## src/rtl/sac_consts.svh

```systemverilog
`ifndef SAC_CONSTS_SVH
`define SAC_CONSTS_SVH
// register indices; byte address is index times four
`define SAC_IDX_IE 8'hA8
`define SAC_IDX_P3A 8'hB2
`define SAC_IDX_IP 8'hB8
`define SAC_IDX_REF 8'hC4
`define SAC_IDX_CTL 8'hC5
`define SAC_IDX_RH 8'hC6
`define SAC_IDX_RL 8'hC7
`define SAC_RST_IE 8'h00
`define SAC_RST_P3A 8'h00
`define SAC_RST_IP 8'h00
`define SAC_RST_REF 8'h00
`define SAC_RST_CTL 8'h00
`define SAC_RST_RH 8'h80
`define SAC_RST_RL 8'h00
`define SAC_CTL_PWR 7
`define SAC_CTL_CKS_HI 6
`define SAC_CTL_CKS_LO 5
`define SAC_CTL_DONE 4
`define SAC_CTL_START 3
`define SAC_CTL_CH_HI 2
`define SAC_IE_CONV 6
`define SAC_IE_GLOBAL 7
`define SAC_IP_CONV 6
`define SAC_CONV_CLKS 90
`endif

```

## src/rtl/sac_pkg.sv

```systemverilog
package sac_pkg;
    typedef enum logic [1:0] {REF_SUPPLY, REF_INT24, REF_EXT, REF_RSVD} sac_ref_type;
    typedef enum logic [1:0] {ST_IDLE, ST_CONV, ST_DONE} sac_state_type;
    typedef struct packed {
        logic [7:0] ie;
        logic [7:0] p3a;
        logic [7:0] ip;
        logic [7:0] refc;
        logic [7:0] ctl;
        logic [7:0] rh;
        logic [7:0] rl;
    } sac_regs_type;
    typedef struct packed {
        logic [1:0] ratio;
        logic ena;
    } sac_div_type;
endpackage

```

## src/rtl/sac_clkdiv.sv

```systemverilog
// Purpose: converter clock enable from pclk
// Assumes: ratio 0..3 = /1 /2 /4 /6
// Notes: one-cycle enable pulse, no derived clock
`include "sac_consts.svh"
module sac_clkdiv
    import sac_pkg::*;
(
    input wire logic pclk,
    input wire logic presetn,
    input wire sac_div_type ctl,
    output logic tick
);
    typedef struct packed {
        logic [2:0] cnt;
        logic tick;
    } sac_dst_type;
    sac_dst_type st_r, st_nxt;
    logic [2:0] lim;

    always_comb begin
        case (ctl.ratio)
            2'h0: lim = 3'h0;
            2'h1: lim = 3'h1;
            2'h2: lim = 3'h3;
            default: lim = 3'h5;
        endcase
        st_nxt = st_r;
        st_nxt.tick = 1'b0;
        if (!ctl.ena) begin
            st_nxt.cnt = 3'h0;
        end else if (st_r.cnt >= lim) begin
            st_nxt.cnt = 3'h0;
            st_nxt.tick = 1'b1;
        end else begin
            st_nxt.cnt = st_r.cnt + 3'h1;
        end
    end

    always_ff @(posedge pclk or negedge presetn) begin
        if (!presetn) begin
            st_r <= '0;
        end else begin
            st_r <= st_nxt;
        end
    end

    assign tick = st_r.tick;

    chk_tick_spacing: assert property (@(posedge pclk) disable iff (!presetn)
        (st_r.tick && ctl.ena && ctl.ratio == 2'h3 && $stable(ctl.ratio)) |=> !st_r.tick [*5])
        else $error("divide by six tick too early");
endmodule

```

## src/rtl/sac_adc_ctrl.sv

```systemverilog
// Purpose: control and register file of a shared 10-bit SAR converter
// Assumes: APB slave, byte address = printed offset * 4, analog core returns sar_data
// Notes: zero wait states; unmapped reads give zero with pslverr
`include "sac_consts.svh"
module sac_adc_ctrl
    import sac_pkg::*;
#(
    parameter int CONV_CLKS = `SAC_CONV_CLKS
) (
    input wire logic pclk,
    input wire logic presetn,
    input wire logic psel,
    input wire logic penable,
    input wire logic pwrite,
    input wire logic [11:0] paddr,
    input wire logic [31:0] pwdata,
    input wire logic [3:0] pstrb,
    output logic [31:0] prdata,
    output logic pready,
    output logic pslverr,
    input wire logic [9:0] sar_data,
    output logic [7:0] pin_analog_enable,
    output logic [7:0] analog_input_connect,
    output logic [1:0] reference_select,
    output logic converter_power_on,
    output logic converter_sample,
    output logic converter_irq_req,
    output logic converter_irq_high
);
    typedef struct packed {
        sac_regs_type regs;
        sac_state_type state;
        logic [6:0] cnt;
        logic [31:0] prdata;
        logic pready;
        logic pslverr;
        logic [7:0] connect;
        logic sample;
        logic irq;
        logic irq_hi;
    } sac_st_type;

    sac_st_type st_r, st_nxt;
    logic tick;
    logic wr_en;
    logic rd_en;
    logic [7:0] wbyte;
    sac_div_type div;

    function automatic logic sel(input logic [11:0] a, input logic [7:0] idx);
        sel = (a == {2'h0, idx, 2'h0});
    endfunction

    assign wr_en = psel && penable && pwrite && pstrb[0];
    assign rd_en = psel && penable && !pwrite;
    assign wbyte = pwdata[7:0];
    // one driver for the whole carrier struct
    assign div = '{ratio: st_r.regs.ctl[`SAC_CTL_CKS_HI:`SAC_CTL_CKS_LO],
                   ena: st_r.regs.ctl[`SAC_CTL_PWR] && st_r.state == ST_CONV};

    sac_clkdiv u_div (
        .pclk(pclk),
        .presetn(presetn),
        .ctl(div),
        .tick(tick)
    );

    always_comb begin
        st_nxt = st_r;
        st_nxt.pready = 1'b0;
        st_nxt.pslverr = 1'b0;
        // register writes; the done flag only accepts writes that clear it
        if (wr_en) begin
            if (sel(paddr, `SAC_IDX_IE)) begin
                st_nxt.regs.ie = wbyte;
            end else if (sel(paddr, `SAC_IDX_P3A)) begin
                st_nxt.regs.p3a = wbyte;
            end else if (sel(paddr, `SAC_IDX_IP)) begin
                st_nxt.regs.ip = wbyte;
            end else if (sel(paddr, `SAC_IDX_REF)) begin
                st_nxt.regs.refc = {6'h00, wbyte[1:0]};
            end else if (sel(paddr, `SAC_IDX_CTL)) begin
                st_nxt.regs.ctl = wbyte;
                st_nxt.regs.ctl[`SAC_CTL_DONE] = st_r.regs.ctl[`SAC_CTL_DONE] & wbyte[`SAC_CTL_DONE];
            end else if (sel(paddr, `SAC_IDX_RH)) begin
                st_nxt.regs.rh = wbyte;
            end else if (sel(paddr, `SAC_IDX_RL)) begin
                st_nxt.regs.rl = {6'h00, wbyte[1:0]};
            end
        end
        // conversion sequencer
        st_nxt.sample = 1'b0;
        case (st_r.state)
            ST_IDLE: begin
                if (st_r.regs.ctl[`SAC_CTL_START] && st_r.regs.ctl[`SAC_CTL_PWR]) begin
                    st_nxt.state = ST_CONV;
                    st_nxt.cnt = 7'h0;
                    st_nxt.regs.ctl[`SAC_CTL_START] = 1'b0;
                end
            end
            ST_CONV: begin
                if (!st_r.regs.ctl[`SAC_CTL_PWR]) begin
                    st_nxt.state = ST_IDLE;
                end else if (tick) begin
                    st_nxt.cnt = st_r.cnt + 7'h1;
                    if (st_r.cnt == 7'(CONV_CLKS - 1)) begin
                        st_nxt.state = ST_DONE;
                        st_nxt.sample = 1'b1;
                    end
                end
            end
            default: begin
                // result loaded from sar_data in the sample cycle, at the edge that ends it
                st_nxt.regs.rh = sar_data[9:2];
                st_nxt.regs.rl = {6'h00, sar_data[1:0]};
                st_nxt.regs.ctl[`SAC_CTL_DONE] = 1'b1;
                st_nxt.state = ST_IDLE;
            end
        endcase
        // start written while busy stays pending; it is cleared only once taken
        if (!st_r.regs.ctl[`SAC_CTL_PWR] || !st_nxt.regs.ctl[`SAC_CTL_PWR]) begin
            st_nxt.connect = 8'h00;
        end else begin
            st_nxt.connect = 8'h00;
            st_nxt.connect[st_nxt.regs.ctl[`SAC_CTL_CH_HI:0]] = st_nxt.regs.p3a[st_nxt.regs.ctl[2:0]];
        end
        st_nxt.irq = st_nxt.regs.ctl[`SAC_CTL_DONE] && st_nxt.regs.ie[`SAC_IE_CONV];
        st_nxt.irq_hi = st_nxt.regs.ip[`SAC_IP_CONV];
        // read path
        st_nxt.prdata = 32'h0;
        if (psel && !penable) begin
            st_nxt.pready = 1'b1;
            if (!pwrite) begin
                if (sel(paddr, `SAC_IDX_IE)) begin
                    st_nxt.prdata[7:0] = st_r.regs.ie;
                end else if (sel(paddr, `SAC_IDX_P3A)) begin
                    st_nxt.prdata[7:0] = st_r.regs.p3a;
                end else if (sel(paddr, `SAC_IDX_IP)) begin
                    st_nxt.prdata[7:0] = st_r.regs.ip;
                end else if (sel(paddr, `SAC_IDX_REF)) begin
                    st_nxt.prdata[7:0] = st_r.regs.refc;
                end else if (sel(paddr, `SAC_IDX_CTL)) begin
                    st_nxt.prdata[7:0] = st_r.regs.ctl;
                end else if (sel(paddr, `SAC_IDX_RH)) begin
                    st_nxt.prdata[7:0] = st_r.regs.rh;
                end else if (sel(paddr, `SAC_IDX_RL)) begin
                    st_nxt.prdata[7:0] = st_r.regs.rl;
                end else begin
                    st_nxt.pslverr = 1'b1;
                end
            end else if (!(sel(paddr, `SAC_IDX_IE) || sel(paddr, `SAC_IDX_P3A) || sel(paddr, `SAC_IDX_IP)
                    || sel(paddr, `SAC_IDX_REF) || sel(paddr, `SAC_IDX_CTL) || sel(paddr, `SAC_IDX_RH)
                    || sel(paddr, `SAC_IDX_RL))) begin
                st_nxt.pslverr = 1'b1;
            end
        end else if (rd_en) begin
            st_nxt.prdata = st_r.prdata;
        end
    end

    always_ff @(posedge pclk or negedge presetn) begin
        if (!presetn) begin
            st_r.regs.ie <= `SAC_RST_IE;
            st_r.regs.p3a <= `SAC_RST_P3A;
            st_r.regs.ip <= `SAC_RST_IP;
            st_r.regs.refc <= `SAC_RST_REF;
            st_r.regs.ctl <= `SAC_RST_CTL;
            st_r.regs.rh <= `SAC_RST_RH;
            st_r.regs.rl <= `SAC_RST_RL;
            st_r.state <= ST_IDLE;
            st_r.cnt <= 7'h0;
            st_r.prdata <= 32'h0;
            st_r.pready <= 1'b0;
            st_r.pslverr <= 1'b0;
            st_r.connect <= 8'h00;
            st_r.sample <= 1'b0;
            st_r.irq <= 1'b0;
            st_r.irq_hi <= 1'b0;
        end else begin
            st_r <= st_nxt;
        end
    end

    assign prdata = st_r.prdata;
    assign pready = st_r.pready;
    assign pslverr = st_r.pslverr;
    assign pin_analog_enable = st_r.regs.p3a;
    assign analog_input_connect = st_r.connect;
    assign reference_select = st_r.regs.refc[1:0];
    assign converter_power_on = st_r.regs.ctl[`SAC_CTL_PWR];
    assign converter_sample = st_r.sample;
    assign converter_irq_req = st_r.irq;
    assign converter_irq_high = st_r.irq_hi;

    chk_one_input: assert property (@(posedge pclk) disable iff (!presetn)
        $onehot0(analog_input_connect))
        else $error("more than one input connected");
    chk_power_off: assert property (@(posedge pclk) disable iff (!presetn)
        !converter_power_on |-> analog_input_connect == 8'h00)
        else $error("input connected while powered down");
    chk_done_set: assert property (@(posedge pclk) disable iff (!presetn)
        converter_sample |=> st_r.regs.ctl[`SAC_CTL_DONE] && st_r.regs.rh == $past(sar_data[9:2]))
        else $error("done flag or result not loaded after conversion");
    chk_start_clear: assert property (@(posedge pclk) disable iff (!presetn)
        (st_r.state == ST_IDLE && st_r.regs.ctl[`SAC_CTL_START] && converter_power_on)
        |=> st_r.state == ST_CONV && !st_r.regs.ctl[`SAC_CTL_START])
        else $error("start not taken or not cleared");
    chk_conv_len: assert property (@(posedge pclk) disable iff (!presetn)
        converter_sample |-> $past(st_r.cnt) == 7'(CONV_CLKS - 1))
        else $error("conversion length wrong");
    chk_irq_gate: assert property (@(posedge pclk) disable iff (!presetn)
        converter_irq_req |-> $past(st_nxt.regs.ie[`SAC_IE_CONV]) && $past(st_nxt.regs.ctl[`SAC_CTL_DONE]))
        else $error("interrupt request without enable and flag");
    chk_irq_prio: assert property (@(posedge pclk) disable iff (!presetn)
        converter_irq_high == $past(st_nxt.regs.ip[`SAC_IP_CONV]))
        else $error("priority does not follow register");
    chk_ref_sel: assert property (@(posedge pclk) disable iff (!presetn)
        reference_select == st_r.regs.refc[1:0] && st_r.regs.refc[7:2] == 6'h00)
        else $error("reference select mismatch");
    chk_done_hold: assert property (@(posedge pclk) disable iff (!presetn)
        (st_r.regs.ctl[`SAC_CTL_DONE] && !(wr_en && sel(paddr, `SAC_IDX_CTL))) |=> st_r.regs.ctl[`SAC_CTL_DONE])
        else $error("done flag cleared by hardware");
endmodule

```

## config.mk

```make
export PLATFORM = sky130hd
export DESIGN_NAME = sac_adc_ctrl
export DESIGN_NICKNAME = d
export VERILOG_FILES = /design/src/rtl/sac_pkg.sv /design/src/rtl/sac_clkdiv.sv /design/src/rtl/sac_adc_ctrl.sv
export VERILOG_INCLUDE_DIRS = /design/src /design/src/rtl
export SDC_FILE = /design/constraint.sdc
export NUM_CORES = 1
export LEC_CHECK = 0
export BUFFER_PORTS_ARGS = -buffer_cell sky130_fd_sc_hd__buf_2
export CAP_MARGIN = 40
export CORE_UTILIZATION = 40
export DETAILED_ROUTE_END_ITERATION = 6
export PLACE_DENSITY = 0.7
export SLEW_MARGIN = 20
export SYNTH_ARGS = -nofsm -noshare
export SYNTH_HDL_FRONTEND = slang
export SYNTH_HIERARCHICAL = 1
export SYNTH_SLANG_ARGS = --single-unit
```

## constraint.sdc

```tcl
create_clock -name pclk -period 4.8 [get_ports pclk]
set_clock_uncertainty 0.05 [all_clocks]
set_input_delay 0.72 -clock pclk [delete_from_list [all_inputs] [get_ports pclk]]
set_output_delay 0.72 -clock pclk [all_outputs]
set_load 0.1 [all_outputs]
```

# Yosys cells after proc, flatten, opt, wreduce, memory -nomap -nowiden
# Index checks and enable logic that the tools add are counted.
[word_totals]
ff_bits = 107
inputBits = 63
output_inout_bits = 56
[op_classes]
addsub = 2
n_lt_le_gt_ge = 3
eq_ne = 26
mux = 60
bitwise_logic = 6
n_reduce_logical = 32
[ops]
columns = ["operator", "count"]
rows = [
  ["$mux W8", 16],
  ["$eq A12 B10 Y1 const B", 7],
  ["$mux W55", 1],
  ["$mux W24", 2],
  ["$mux W48", 1],
  ["$mux W40", 1],
  ["$mux W16", 2],
  ["$mux W32", 1],
  ["$mux W26", 1],
  ["$mux W1", 20],
  ["$mux W9", 2],
  ["$ne A2 B2 Y1 const B", 8],
  ["$mux W7", 2],
  ["$pmux W7 S2", 1],
  ["$ne A2 B1 Y1 const B", 5],
  ["$logic_and A1 B1 Y1", 9],
  ["$pmux W3 S3", 1],
  ["$and A8 B8 Y8", 1],
  ["$mux W2", 4],
  ["$reduce_and A4 Y1", 2],
  ["$reduce_and A8 Y1", 1],
  ["$add A7 B1 Y7 const B", 1],
  ["$eq A7 B7 Y1 const B", 1],
  ["$logic_or A1 B1 Y1", 7],
  ["22 further kinds", 32],
]

# Longest topological paths before layout
# Gate-level depths: netlist of the first run.
[logic_depth]
word_depth = 15
ltp_mapped = 8
mapped_depth_nobuf = 6

# Cells and area by module
# The synthesis of the first run kept the hierarchy.
[by_module_without_submodules]
columns = ["mod", "n_inst", "cells_per_inst", "area_each_um2", "seq_area_each_um2"]
rows = [
  ["sac_adc_ctrl", 1, 382, 3992.6, 1828.0],
  ["sac_clkdiv", 1, 23, 246.5, 100.1],
]

# Least setup slack after synthesis of the first run
# OpenSTA, ideal clock, no wires.
[synth_path]
path_kind = "input port to flip-flop"
from = "input port paddr[11]"
to = "register st_r (netlist bit analog_input_connect[3])"
setup_time_ns = 0.148
arrival_time_ns = 2.425
setup_slack_ns = 2.177
cell_stages = 6
path_buffers = 1
path_cell_list = "or3b_1 -> or4_4 -> or2_1 -> buf_2 -> a31oi_2 -> a2111oi_2"
[synth_rtl]
columns = ["element", "line_no", "rtl"]
rows = [
  ["start: declaration", "sac_adc_ctrl.sv:15", "input wire logic [11:0] paddr,"],
  ["end signal: assignment", "sac_adc_ctrl.sv:180", "st_r <= st_nxt;"],
  ["end: declaration", "sac_adc_ctrl.sv:43", "sac_st_type st_r, st_nxt;"],
]

==> flow_summary.json, run 1 <==
{
  "status": "complete, no violations",
  "die_w_microns": 105,
  "vias_per_cell": 5.05,
  "worst_slew_pin_slew_ns": 0.735,
  "tritoncts": "yes",
  "min_period_ns": 2.70,
  "p_int_w": 0.000873,
  "final_layout_size_suffix_gt1_frac": 0.244,
  "hold_violations": 0,
  "clock_latency_ns": 0.34,
  "start_kind": "primary input",
  "crit_arrival_ns": 2.85,
  "ys_top_cells_by_area": "dfrtp_1, buf_4, mux2_1, mux2i_1, nand2_1",
  "path_clk_slew_ns": 0.08,
  "post_drt_wl_per_cell_microns": 15.5,
  "met1_length_microns": 4000,
  "h-tree-depth": 3,
  "place.gp.congestion": 0.853,
  "cts_sinks": 77,
  "grt_pass1_wl_microns": 14800,
  "groute.usage.overall": 0.173,
  "synth-seq-cells": 77,
  "power_density_nw_per_um2": 270,
  "p_leak_nw": 2.28,
  "tns_ns": 0,
  "cts_resized": 0,
  "cp-end-kind": "flop",
  "top_layer": "met4",
  "cts_setup_buffers": 0,
  "diodes": 0,
  "clockPowerShare": 0.352,
  "synth_edf_count": 0,
  "drtAntennaViolNets": 0,
  "initial_utilization": 0.412,
  "yosys_warnings": 6,
  "worst_slack_ns": 2.10,
  "grt_max_degree": 48,
  "crit_chain": "buf_2 -> nor4b_2 -> nand4_2 -> nor2_2 -> mux2i_1 -> a2111oi_2",
  "syn_avg_cell_area_sq_um": 10.5,
  "port_buffers": 67,
  "clk_path_buf_depth": 2,
  "postSynthCellCount": 405,
  "first_pass_iters": 5,
  "period_share": 0.563,
  "cp_slowest_stage_delay_ns": 0.56,
  "syn_to_final_growth_pct": 8.68,
  "pwr-share-comb": 0.126,
  "wl_met3_microns": 453,
  "die_y_microns": 105,
  "drt_wl_total_microns": 9030,
  "syn_area_sq_um": 4240,
  "root_buffer": "clkbuf_8",
  "cp_data_required_time_ns": 4.95,
  "slew_viol_final": 0,
  "p_sw_w": 0.000372,
  "dr_wl_met2_microns": 4420,
  "worstPathMaxFanout": 9,
  "netlist.area_leader.share": 0.449,
  "n_fill_cell": 989,
  "core_sq_um": 10300,
  "ctsHoldBuffers": 0,
  "worstSetupPathType": "primary input to flop",
  "fmax_ghz": 0.370,
  "p_sw_frac": 0.299,
  "synth_cell_types": 57,
  "synth_top_area_cell": "dfrtp_1",
  "grt_pass1_vias": 2933,
  "num_rows": 37,
  "rsz0062_at_grt": "false",
  "drc_errors": 0,
  "pre_cts_ws_ns": 1.72,
  "ios": 119,
  "antenna_found_initial": 0,
  "ir_drop_mv": 0.117,
  "cp_slowest_cell": "mux2i_1",
  "seqPwrFrac": 0.522,
  "overflow": 0,
  "cts_buffers": 9,
  "nets": 511,
  "setup-violations-final": 0,
  "drt_iter0_drc": 156,
  "dp_hpwl_microns": 6970,
  "synth-seq-area-share": 0.455,
  "async_flop_share": 1.00,
  "maxCapViolations": 0,
  "hp-class": "primary input to asynchronous set/reset pin",
  "yosys_most_used_dff": "dfrtp_1",
  "vias": 2942,
  "die_area_sq_um": 11000,
  "maxSlewHeadroom": 0.509
}
-- metal layers --
| layer | vias up | track usage |
|---|---|---|
| li1 | 1418 | - |
| met1 | 1426 | 0.219 |
| met2 | 84 | 0.287 |
| met3 | 14 | 0.0424 |
| met4 | 0 | 0.0604 |
| met5 | - | 0 |
-- worst paths after layout --
check	start	to	slack, ns	depth (start not counted)
worst min register to register	u_div/st_r[1]$_DFF_PN0_	u_div/st_r[1]$_DFF_PN0_	0.42	1
worst max register to register	st_r[53]$_DFFE_PN0P_	st_r[50]$_DFFE_PN0P_	2.76	5
min in group pclk	u_div/st_r[1]$_DFF_PN0_	u_div/st_r[1]$_DFF_PN0_	0.42	1
worst max-delay path	paddr[2]	analog_input_connect[3]$_DFF_PN0_	2.10	6
max in group asynchronous	presetn	st_r[69]$_DFFE_PN1P_	3.82	2
worst min-delay path	presetn	st_r[48]$_DFFE_PN0P_	0.26	1
-- cell usage after synthesis, drive strengths merged (7+ instances only) --
| master | number |
|---|---|
| buf | 52 |
| nand2 | 34 |
| nand2b | 12 |
| mux2 | 29 |
| nor2 | 26 |
| nand4 | 7 |
| inv | 10 |
| a21oi | 11 |
| o31ai | 7 |
| nor2b | 8 |
| o21ai | 27 |
| dfrtp | 76 |
| mux2i | 16 |
| a22oi | 8 |
| clkbuf | 14 |
-- layout by cell type (no fill, tap or decap), types with 3 or more instances in the layout --
master,netlist,layout
xor2_1,4,4
or3_1,5,5
a22oi_1,8,8
o31ai_1,7,7
inv_1,10,10
nor2b_1,7,7
nand2_1,34,34
conb_1,1,24
nand4_1,6,6
mux2i_1,16,16
clkbuf_8,0,10
nand2b_1,12,12
o21ai_1,15,15
a21oi_1,10,10
clkinv_2,0,3
buf_2,2,66
and3_1,3,3
mux2_4,5,5
mux2_1,23,23
ha_1,6,6
nor2_1,23,23
o21ai_0,12,12
and2_1,3,3
o22ai_1,6,6
nor3b_1,6,6
dfrtp_1,76,76
-- worst max-delay path, delay by kind of cell --
kind / cells / cell delay, ns
multiplexers: 1 / 0.56
AO/OA/AOI/OAI: 1 / 0.16
AND/OR/NAND/NOR: 3 / 1.26
buffers and inverters: 1 / 0.15
-- state kept, by name, indices dropped and copies added, names as in the netlist, 2 cells and up --
| name | cells |
|---|---|
| analog_input_connect | 8 |
| prdata | 8 |
| u_div/st_r | 3 |
| div | 2 |
| st_r | 40 |
| pin_analog_enable | 8 |
| reference_select | 2 |
-- logic make-up (layout without fill, tap and decap cells) --
logic type,count (synthesis),after routing,share of synthesized area
compound gates,69,69,0.105
xor+xnor,5,5,0.0103
fa+ha+maj,6,6,0.0177
buf+inv,76,95,0.112
flops,77,77,0.455
mux,47,47,0.130
other cells,1,24,0.000885
simple gates,124,124,0.169
-- power by group through the flow --
stage / Sequential [W] / Clock [W] / Combinational (W)
after floorplan: 0.000669 / 0 / 0.000123
after global placement: 0.000662 / 0 / 0.000154
after detailed placement: 0.000663 / 0 / 0.000158
after CTS: 0.000650 / 0.000446 / 0.000158
after global routing: 0.000650 / 0.000480 / 0.000167
final: 0.000650 / 0.000438 / 0.000157
-- stage by stage --
| step | power (W) | cell area [sq um] | util | cells | hold WS [ns] |
|---|---|---|---|---|---|
| 2_1_floorplan | 0.000792 | 4330 | - | 428 | 0.374 |
| 3_3_place_gp | 0.000816 | 4400 | 0.428 | 565 | 0.400 |
| 3_5_place_dp | 0.000821 | 4430 | 0.431 | 567 | 0.421 |
| 4_1_cts | 0.00125 | 4610 | 0.448 | 583 | 0.261 |
| 5_1_grt | 0.00130 | 4610 | 0.448 | 583 | 0.268 |
| 6_report | 0.00125 | 4610 | 0.448 | 583 | 0.259 |
-- final cells by class --
class,count,area [sq um],share of cell area
multi-input combinational,275,1920,0.417
tap,136,170,0.0369
inverter,10,37.5,0.00815
sequential,77,1930,0.419
timing repair buffer,69,373,0.0809
clock inverter,6,38.8,0.00842
clock buffer,10,138,0.0299
No activity file was read; power rests on OpenSTA's default activity.
==> run 2: changes to the inputs <==
==> constraint.sdc (replaced) <==
create_clock -name pclk -period 2.55 [get_ports pclk]
set_clock_uncertainty 0.05 [all_clocks]
set_input_delay 0.3825 -clock pclk [delete_from_list [all_inputs] [get_ports pclk]]
set_output_delay 0.3825 -clock pclk [all_outputs]
set_load 0.1 [all_outputs]
==> run 2 against run 1 <==
Net effect:
- first-iteration DRC count down 17%
- setup slack got worse by 1.6 ns
- core utilization is 1.5 points higher
- clock-buffer cell count decreased by 1
- sequential power grew 88%
- power up 100%
- cell area grew 3.4%
==> flow_summary.json, run 2 (synthesis results as in run 1) <==
{
  "cts_resized": 0,
  "ir_drop_mv": 0.286,
  "grt_max_degree": 50,
  "maxSlewHeadroom": 0.573,
  "antenna_found_initial": 0,
  "placed_area_sq_um": 4550,
  "slew_viol_final": 0,
  "h-tree-depth": 3,
  "maxCapViolations": 0,
  "final_cell_mix": "dfrtp_1, buf_2, nand2_1",
  "first_pass_iters": 4,
  "status": "complete, no violations",
  "num_rows": 37,
  "path_clk_slew_ns": 0.08,
  "period_share": 0.823,
  "dp_hpwl_microns": 7150,
  "crit_arrival_ns": 2.29,
  "cts_buffers": 9,
  "clock_latency_ns": 0.35,
  "vias_per_cell": 5.11,
  "pre_cts_ws_ns": 0.105,
  "rr_startpoint": "converter_power_on$_DFF_PN0_",
  "vias": 3063,
  "pwr-share-comb": 0.119,
  "worstPathMaxFanout": 6,
  "port_buffers": 67,
  "start_kind": "primary input",
  "syn_to_final_growth_pct": 12.4,
  "largest_reg_flops": 40,
  "fmax_ghz": 0.476,
  "groute.usage.overall": 0.186,
  "met1_length_microns": 4220,
  "post_drt_wl_per_cell_microns": 15.8,
  "drc_errors": 0,
  "p_leak_nw": 2.38,
  "p_int_w": 0.00182,
  "cp-end-kind": "flop",
  "wl_met3_microns": 420,
  "drt_wl_total_microns": 9460,
  "layout_commonest_cell": "dfrtp_1",
  "diodes": 0,
  "final_layout_size_suffix_gt1_frac": 0.272,
  "worst_slew_pin_slew_ns": 0.641,
  "drt_iter0_drc": 130,
  "initial_utilization": 0.412,
  "p_sw_frac": 0.282,
  "grt_pass1_vias": 3154,
  "core_sq_um": 10300,
  "hp-class": "primary input to asynchronous set/reset pin",
  "ios": 119,
  "rsz0062_at_grt": "false",
  "die_area_sq_um": 11000,
  "worst_slack_ns": 0.451,
  "p_sw_w": 0.000714,
  "place.gp.congestion": 0.812,
  "hold_ws_ns": 0.0121,
  "power.total_w": 0.00253,
  "top_layer": "met4",
  "cts_setup_buffers": 0,
  "cp_data_required_time_ns": 2.74,
  "clockPowerShare": 0.398,
  "setup-violations-final": 0,
  "die_w_microns": 105,
  "die_y_microns": 105,
  "tritoncts": "yes",
  "critPathLaunch": "paddr[11]",
  "worstSetupPathType": "primary input to flop",
  "seqPwrFrac": 0.483,
  "clk_path_buf_depth": 2,
  "drtAntennaViolNets": 0,
  "power_density_nw_per_um2": 531,
  "min_period_ns": 2.10,
  "largest-register": "st_r",
  "postLayoutCellArea_sq_um": 4760,
  "tns_ns": 0,
  "cts_sinks": 77,
  "overflow": 0,
  "root_buffer": "clkbuf_8",
  "hold_violations": 0,
  "dr_wl_met2_microns": 4630,
  "nets": 528,
  "grt_pass1_wl_microns": 16000,
  "ctsHoldBuffers": 0
}
-- run 2: cell type report --
| cell class | count | area (sq um) |
|---|---|---|
| multi-input cells | 275 | 1920 |
| clock inverters | 7 | 90.1 |
| fillers | 992 | 5510 |
| repair buffers | 86 | 493 |
| flip-flops and latches | 77 | 1930 |
| inverters | 10 | 37.5 |
| well taps | 136 | 170 |
| clock buffers | 9 | 124 |
-- run 2: worst max-delay path, cell delays in order --
cell and delay, ns:
buf_2 0.10, or3b_1 0.39, or4_4 0.56, buf_4 0.18
nor2_8 0.13, mux2i_1 0.15, a2111oi_2 0.39
-- run 2: through the flow --
stage                     cells   util
after floorplan             428      -
after global placement      584  0.443
after detailed placement    584  0.443
after CTS                   600  0.464
after global routing        600  0.464
final                       600  0.464
-- run 2: routing by layer --
layer / track usage / vias to the layer above
met5: 0 / -
met4: 0.0795 / 0
met3: 0.0374 / 19
met2: 0.305 / 89
met1: 0.239 / 1499
li1: - / 1456
-- run 2: power by group through the flow --
stage,Clock [W],Combinational [W],Sequential [W]
2_1_floorplan,0,0.000232,0.00126
3_3_place_gp,0,0.000300,0.00125
3_5_place_dp,0,0.000303,0.00125
4_1_cts,0.00103,0.000304,0.00122
5_1_grt,0.00108,0.000322,0.00122
6_report,0.00101,0.000302,0.00122
-- run 2: worst paths after layout --
check	endpoint	slack, ns	cells after the start
worst max-delay path	analog_input_connect[1]$_DFF_PN0_	0.45	7
max in group asynchronous	st_r[91]$_DFFE_PN0P_	1.85	2
worst max register to register	st_r[50]$_DFFE_PN0P_	0.66	5
worst min-delay path	st_r[50]$_DFFE_PN0P_	0.01	1
worst min register to register	prdata[5]$_DFFE_PN0P_	0.43	2
min in group pclk	st_r[67]$_DFFE_PN0P_	0.20	3
==> run 3: changes to the inputs <==
==> constraint.sdc (replaced) <==
create_clock -name pclk -period 2.2 [get_ports pclk]
set_clock_uncertainty 0.05 [all_clocks]
set_input_delay 0.33 -clock pclk [delete_from_list [all_inputs] [get_ports pclk]]
set_output_delay 0.33 -clock pclk [all_outputs]
set_load 0.1 [all_outputs]
==> run 3 against run 2 <==
Net effect:
- core utilization is 1.2 points higher
- combinational power is 20% higher
- clock power is 20% higher
- sequential power is 16% higher
- routed wire length is 0.63% lower
- sequential share of layout area is 1.0 points lower
- global-route usage is 0.35 points lower
- critical path type unchanged
- critical endpoint unchanged
- largest power group unchanged
==> flow_summary.json, run 3 (synthesis results as in run 1) <==
{
  "clock_latency_ns": 0.35,
  "cp-end-kind": "flop",
  "min_period_ns": 2.05,
  "diodes": 0,
  "cts_resized": 0,
  "root_buffer": "clkbuf_8",
  "drtAntennaViolNets": 0,
  "rr_startpoint": "converter_power_on$_DFF_PN0_",
  "maxCapViolations": 0,
  "grt_pass1_wl_microns": 15400,
  "cts_buffers": 9,
  "tns_ns": 0,
  "start_kind": "primary input",
  "h-tree-depth": 3,
  "cp_data_required_time_ns": 2.39,
  "port_buffers": 67,
  "groute.usage.overall": 0.182,
  "clk_path_buf_depth": 2,
  "maxSlewHeadroom": 0.609,
  "final_cell_mix": "dfrtp_1, buf_2, nand2_1",
  "die_w_microns": 105,
  "place.gp.congestion": 0.817,
  "critPathLaunch": "paddr[5]",
  "power_density_nw_per_um2": 611,
  "hold_ws_ns": 0.142,
  "rr_endpoint": "st_r[50]$_DFFE_PN0P_",
  "slew_viol_final": 0,
  "top_layer": "met4",
  "worst_slew_pin_slew_ns": 0.587,
  "tritoncts": "yes",
  "cts_sinks": 77,
  "fmax_ghz": 0.487,
  "drc_errors": 0,
  "power.total_w": 0.00299,
  "drt_wl_total_microns": 9400,
  "grt_max_degree": 44,
  "period_share": 0.933,
  "initial_utilization": 0.412,
  "worstSetupPathType": "primary input to flop",
  "die_area_sq_um": 11000,
  "drt_iter0_drc": 110,
  "vias_per_cell": 5.00,
  "largest_reg_flops": 40,
  "hold_violations": 0,
  "met1_length_microns": 4260,
  "worstPathMaxFanout": 6,
  "status": "complete, no violations",
  "ir_drop_mv": 0.358,
  "first_pass_iters": 4,
  "syn_to_final_growth_pct": 15.4,
  "antenna_found_initial": 0,
  "setup-violations-final": 0,
  "ff2ff_path_depth": 5,
  "largest-register": "st_r",
  "crit_arrival_ns": 2.24,
  "grt_pass1_vias": 3097,
  "core_sq_um": 10300,
  "num_rows": 37,
  "path_clk_slew_ns": 0.08,
  "overflow": 0,
  "dr_wl_met2_microns": 4500,
  "p_leak_nw": 2.44,
  "dp_hpwl_microns": 7060,
  "die_y_microns": 105,
  "ios": 119,
  "post_drt_wl_per_cell_microns": 15.4,
  "final_layout_size_suffix_gt1_frac": 0.285,
  "nets": 537,
  "wl_met3_microns": 452,
  "rsz0062_at_grt": "false",
  "hp-class": "primary input to flop",
  "critPathCapture": "analog_input_connect[1]$_DFF_PN0_",
  "r2r_setup_slack_ns": 0.43,
  "vias": 3045,
  "layout_commonest_cell": "dfrtp_1"
}
[run 3: cell count changes in the layout (fill, tap and decap cells not counted), sizes merged]
cell / previous run / this run
clkinvlp: 2 / 1
buf: 86 / 94
clkbuf: 9 / 10
dlygate4sd3: 0 / 1
[run 3: layer usage]
metal / GRT usage / vias up
met2: 0.301 / 80
met4: 0.0765 / 0
met1: 0.233 / 1482
li1: - / 1467
met5: 0 / -
met3: 0.0368 / 16
[run 3: area by class of cell]
class,instances,area [sq um]
inverters,10,37.5
fillers,975,5390
clock inverters,6,86.3
repair buffers,95,601
clock buffers,10,138
flip-flops and latches,77,1930
multi-input cells,275,1930
well taps,136,170
[run 3: through the flow]
stage          std cells  setup slack, ns  instance area (sq um)  utilization
2_1_floorplan        428         0.000177                   4340            -
3_3_place_gp         592           -0.144                   4660        0.453
3_5_place_dp         592           -0.197                   4660        0.453
4_1_cts              609            0.162                   4890        0.476
5_1_grt              609           0.0536                   4890        0.476
6_report             609            0.147                   4890        0.476
[run 3: worst min path at each step]
stage	start	depth (start not counted)	to
floorplan	presetn	0	analog_input_connect[0]$_DFF_PN0_
global placement	presetn	1	u_div/st_r[1]$_DFF_PN0_
detailed placement	presetn	1	u_div/tick$_DFF_PN0_
CTS	sar_data[0]	3	st_r[54]$_DFFE_PN0P_
global route	sar_data[9]	3	st_r[69]$_DFFE_PN1P_
finish	sar_data[0]	3	st_r[54]$_DFFE_PN0P_
[run 3: worst max-delay path, stage by stage]
cell and delay (ns):
buf_2 0.10, or3_1 0.38, or4_4 0.59, buf_12 0.16, nor2_8 0.11, mux2i_1 0.15
a2111oi_2 0.42
[run 3: power by group]
part / leakage [nW] / internal [W] / switching [W] / total, W
sequential: 1.06 / 0.00142 / 0.000000989 / 0.00142
clock: 0.112 / 0.000668 / 0.000543 / 0.00121
combinational: 1.27 / 0.0000677 / 0.000295 / 0.000363
total: 2.44 / 0.00215 / 0.000839 / 0.00299
[run 3: timing repair]
| item | CTS | global route |
|---|---|---|
| endpoints found under the hold margin | 41 | 0 |
| setup buffers | 0 | 0 |
| hold buffers | 1 | 0 |
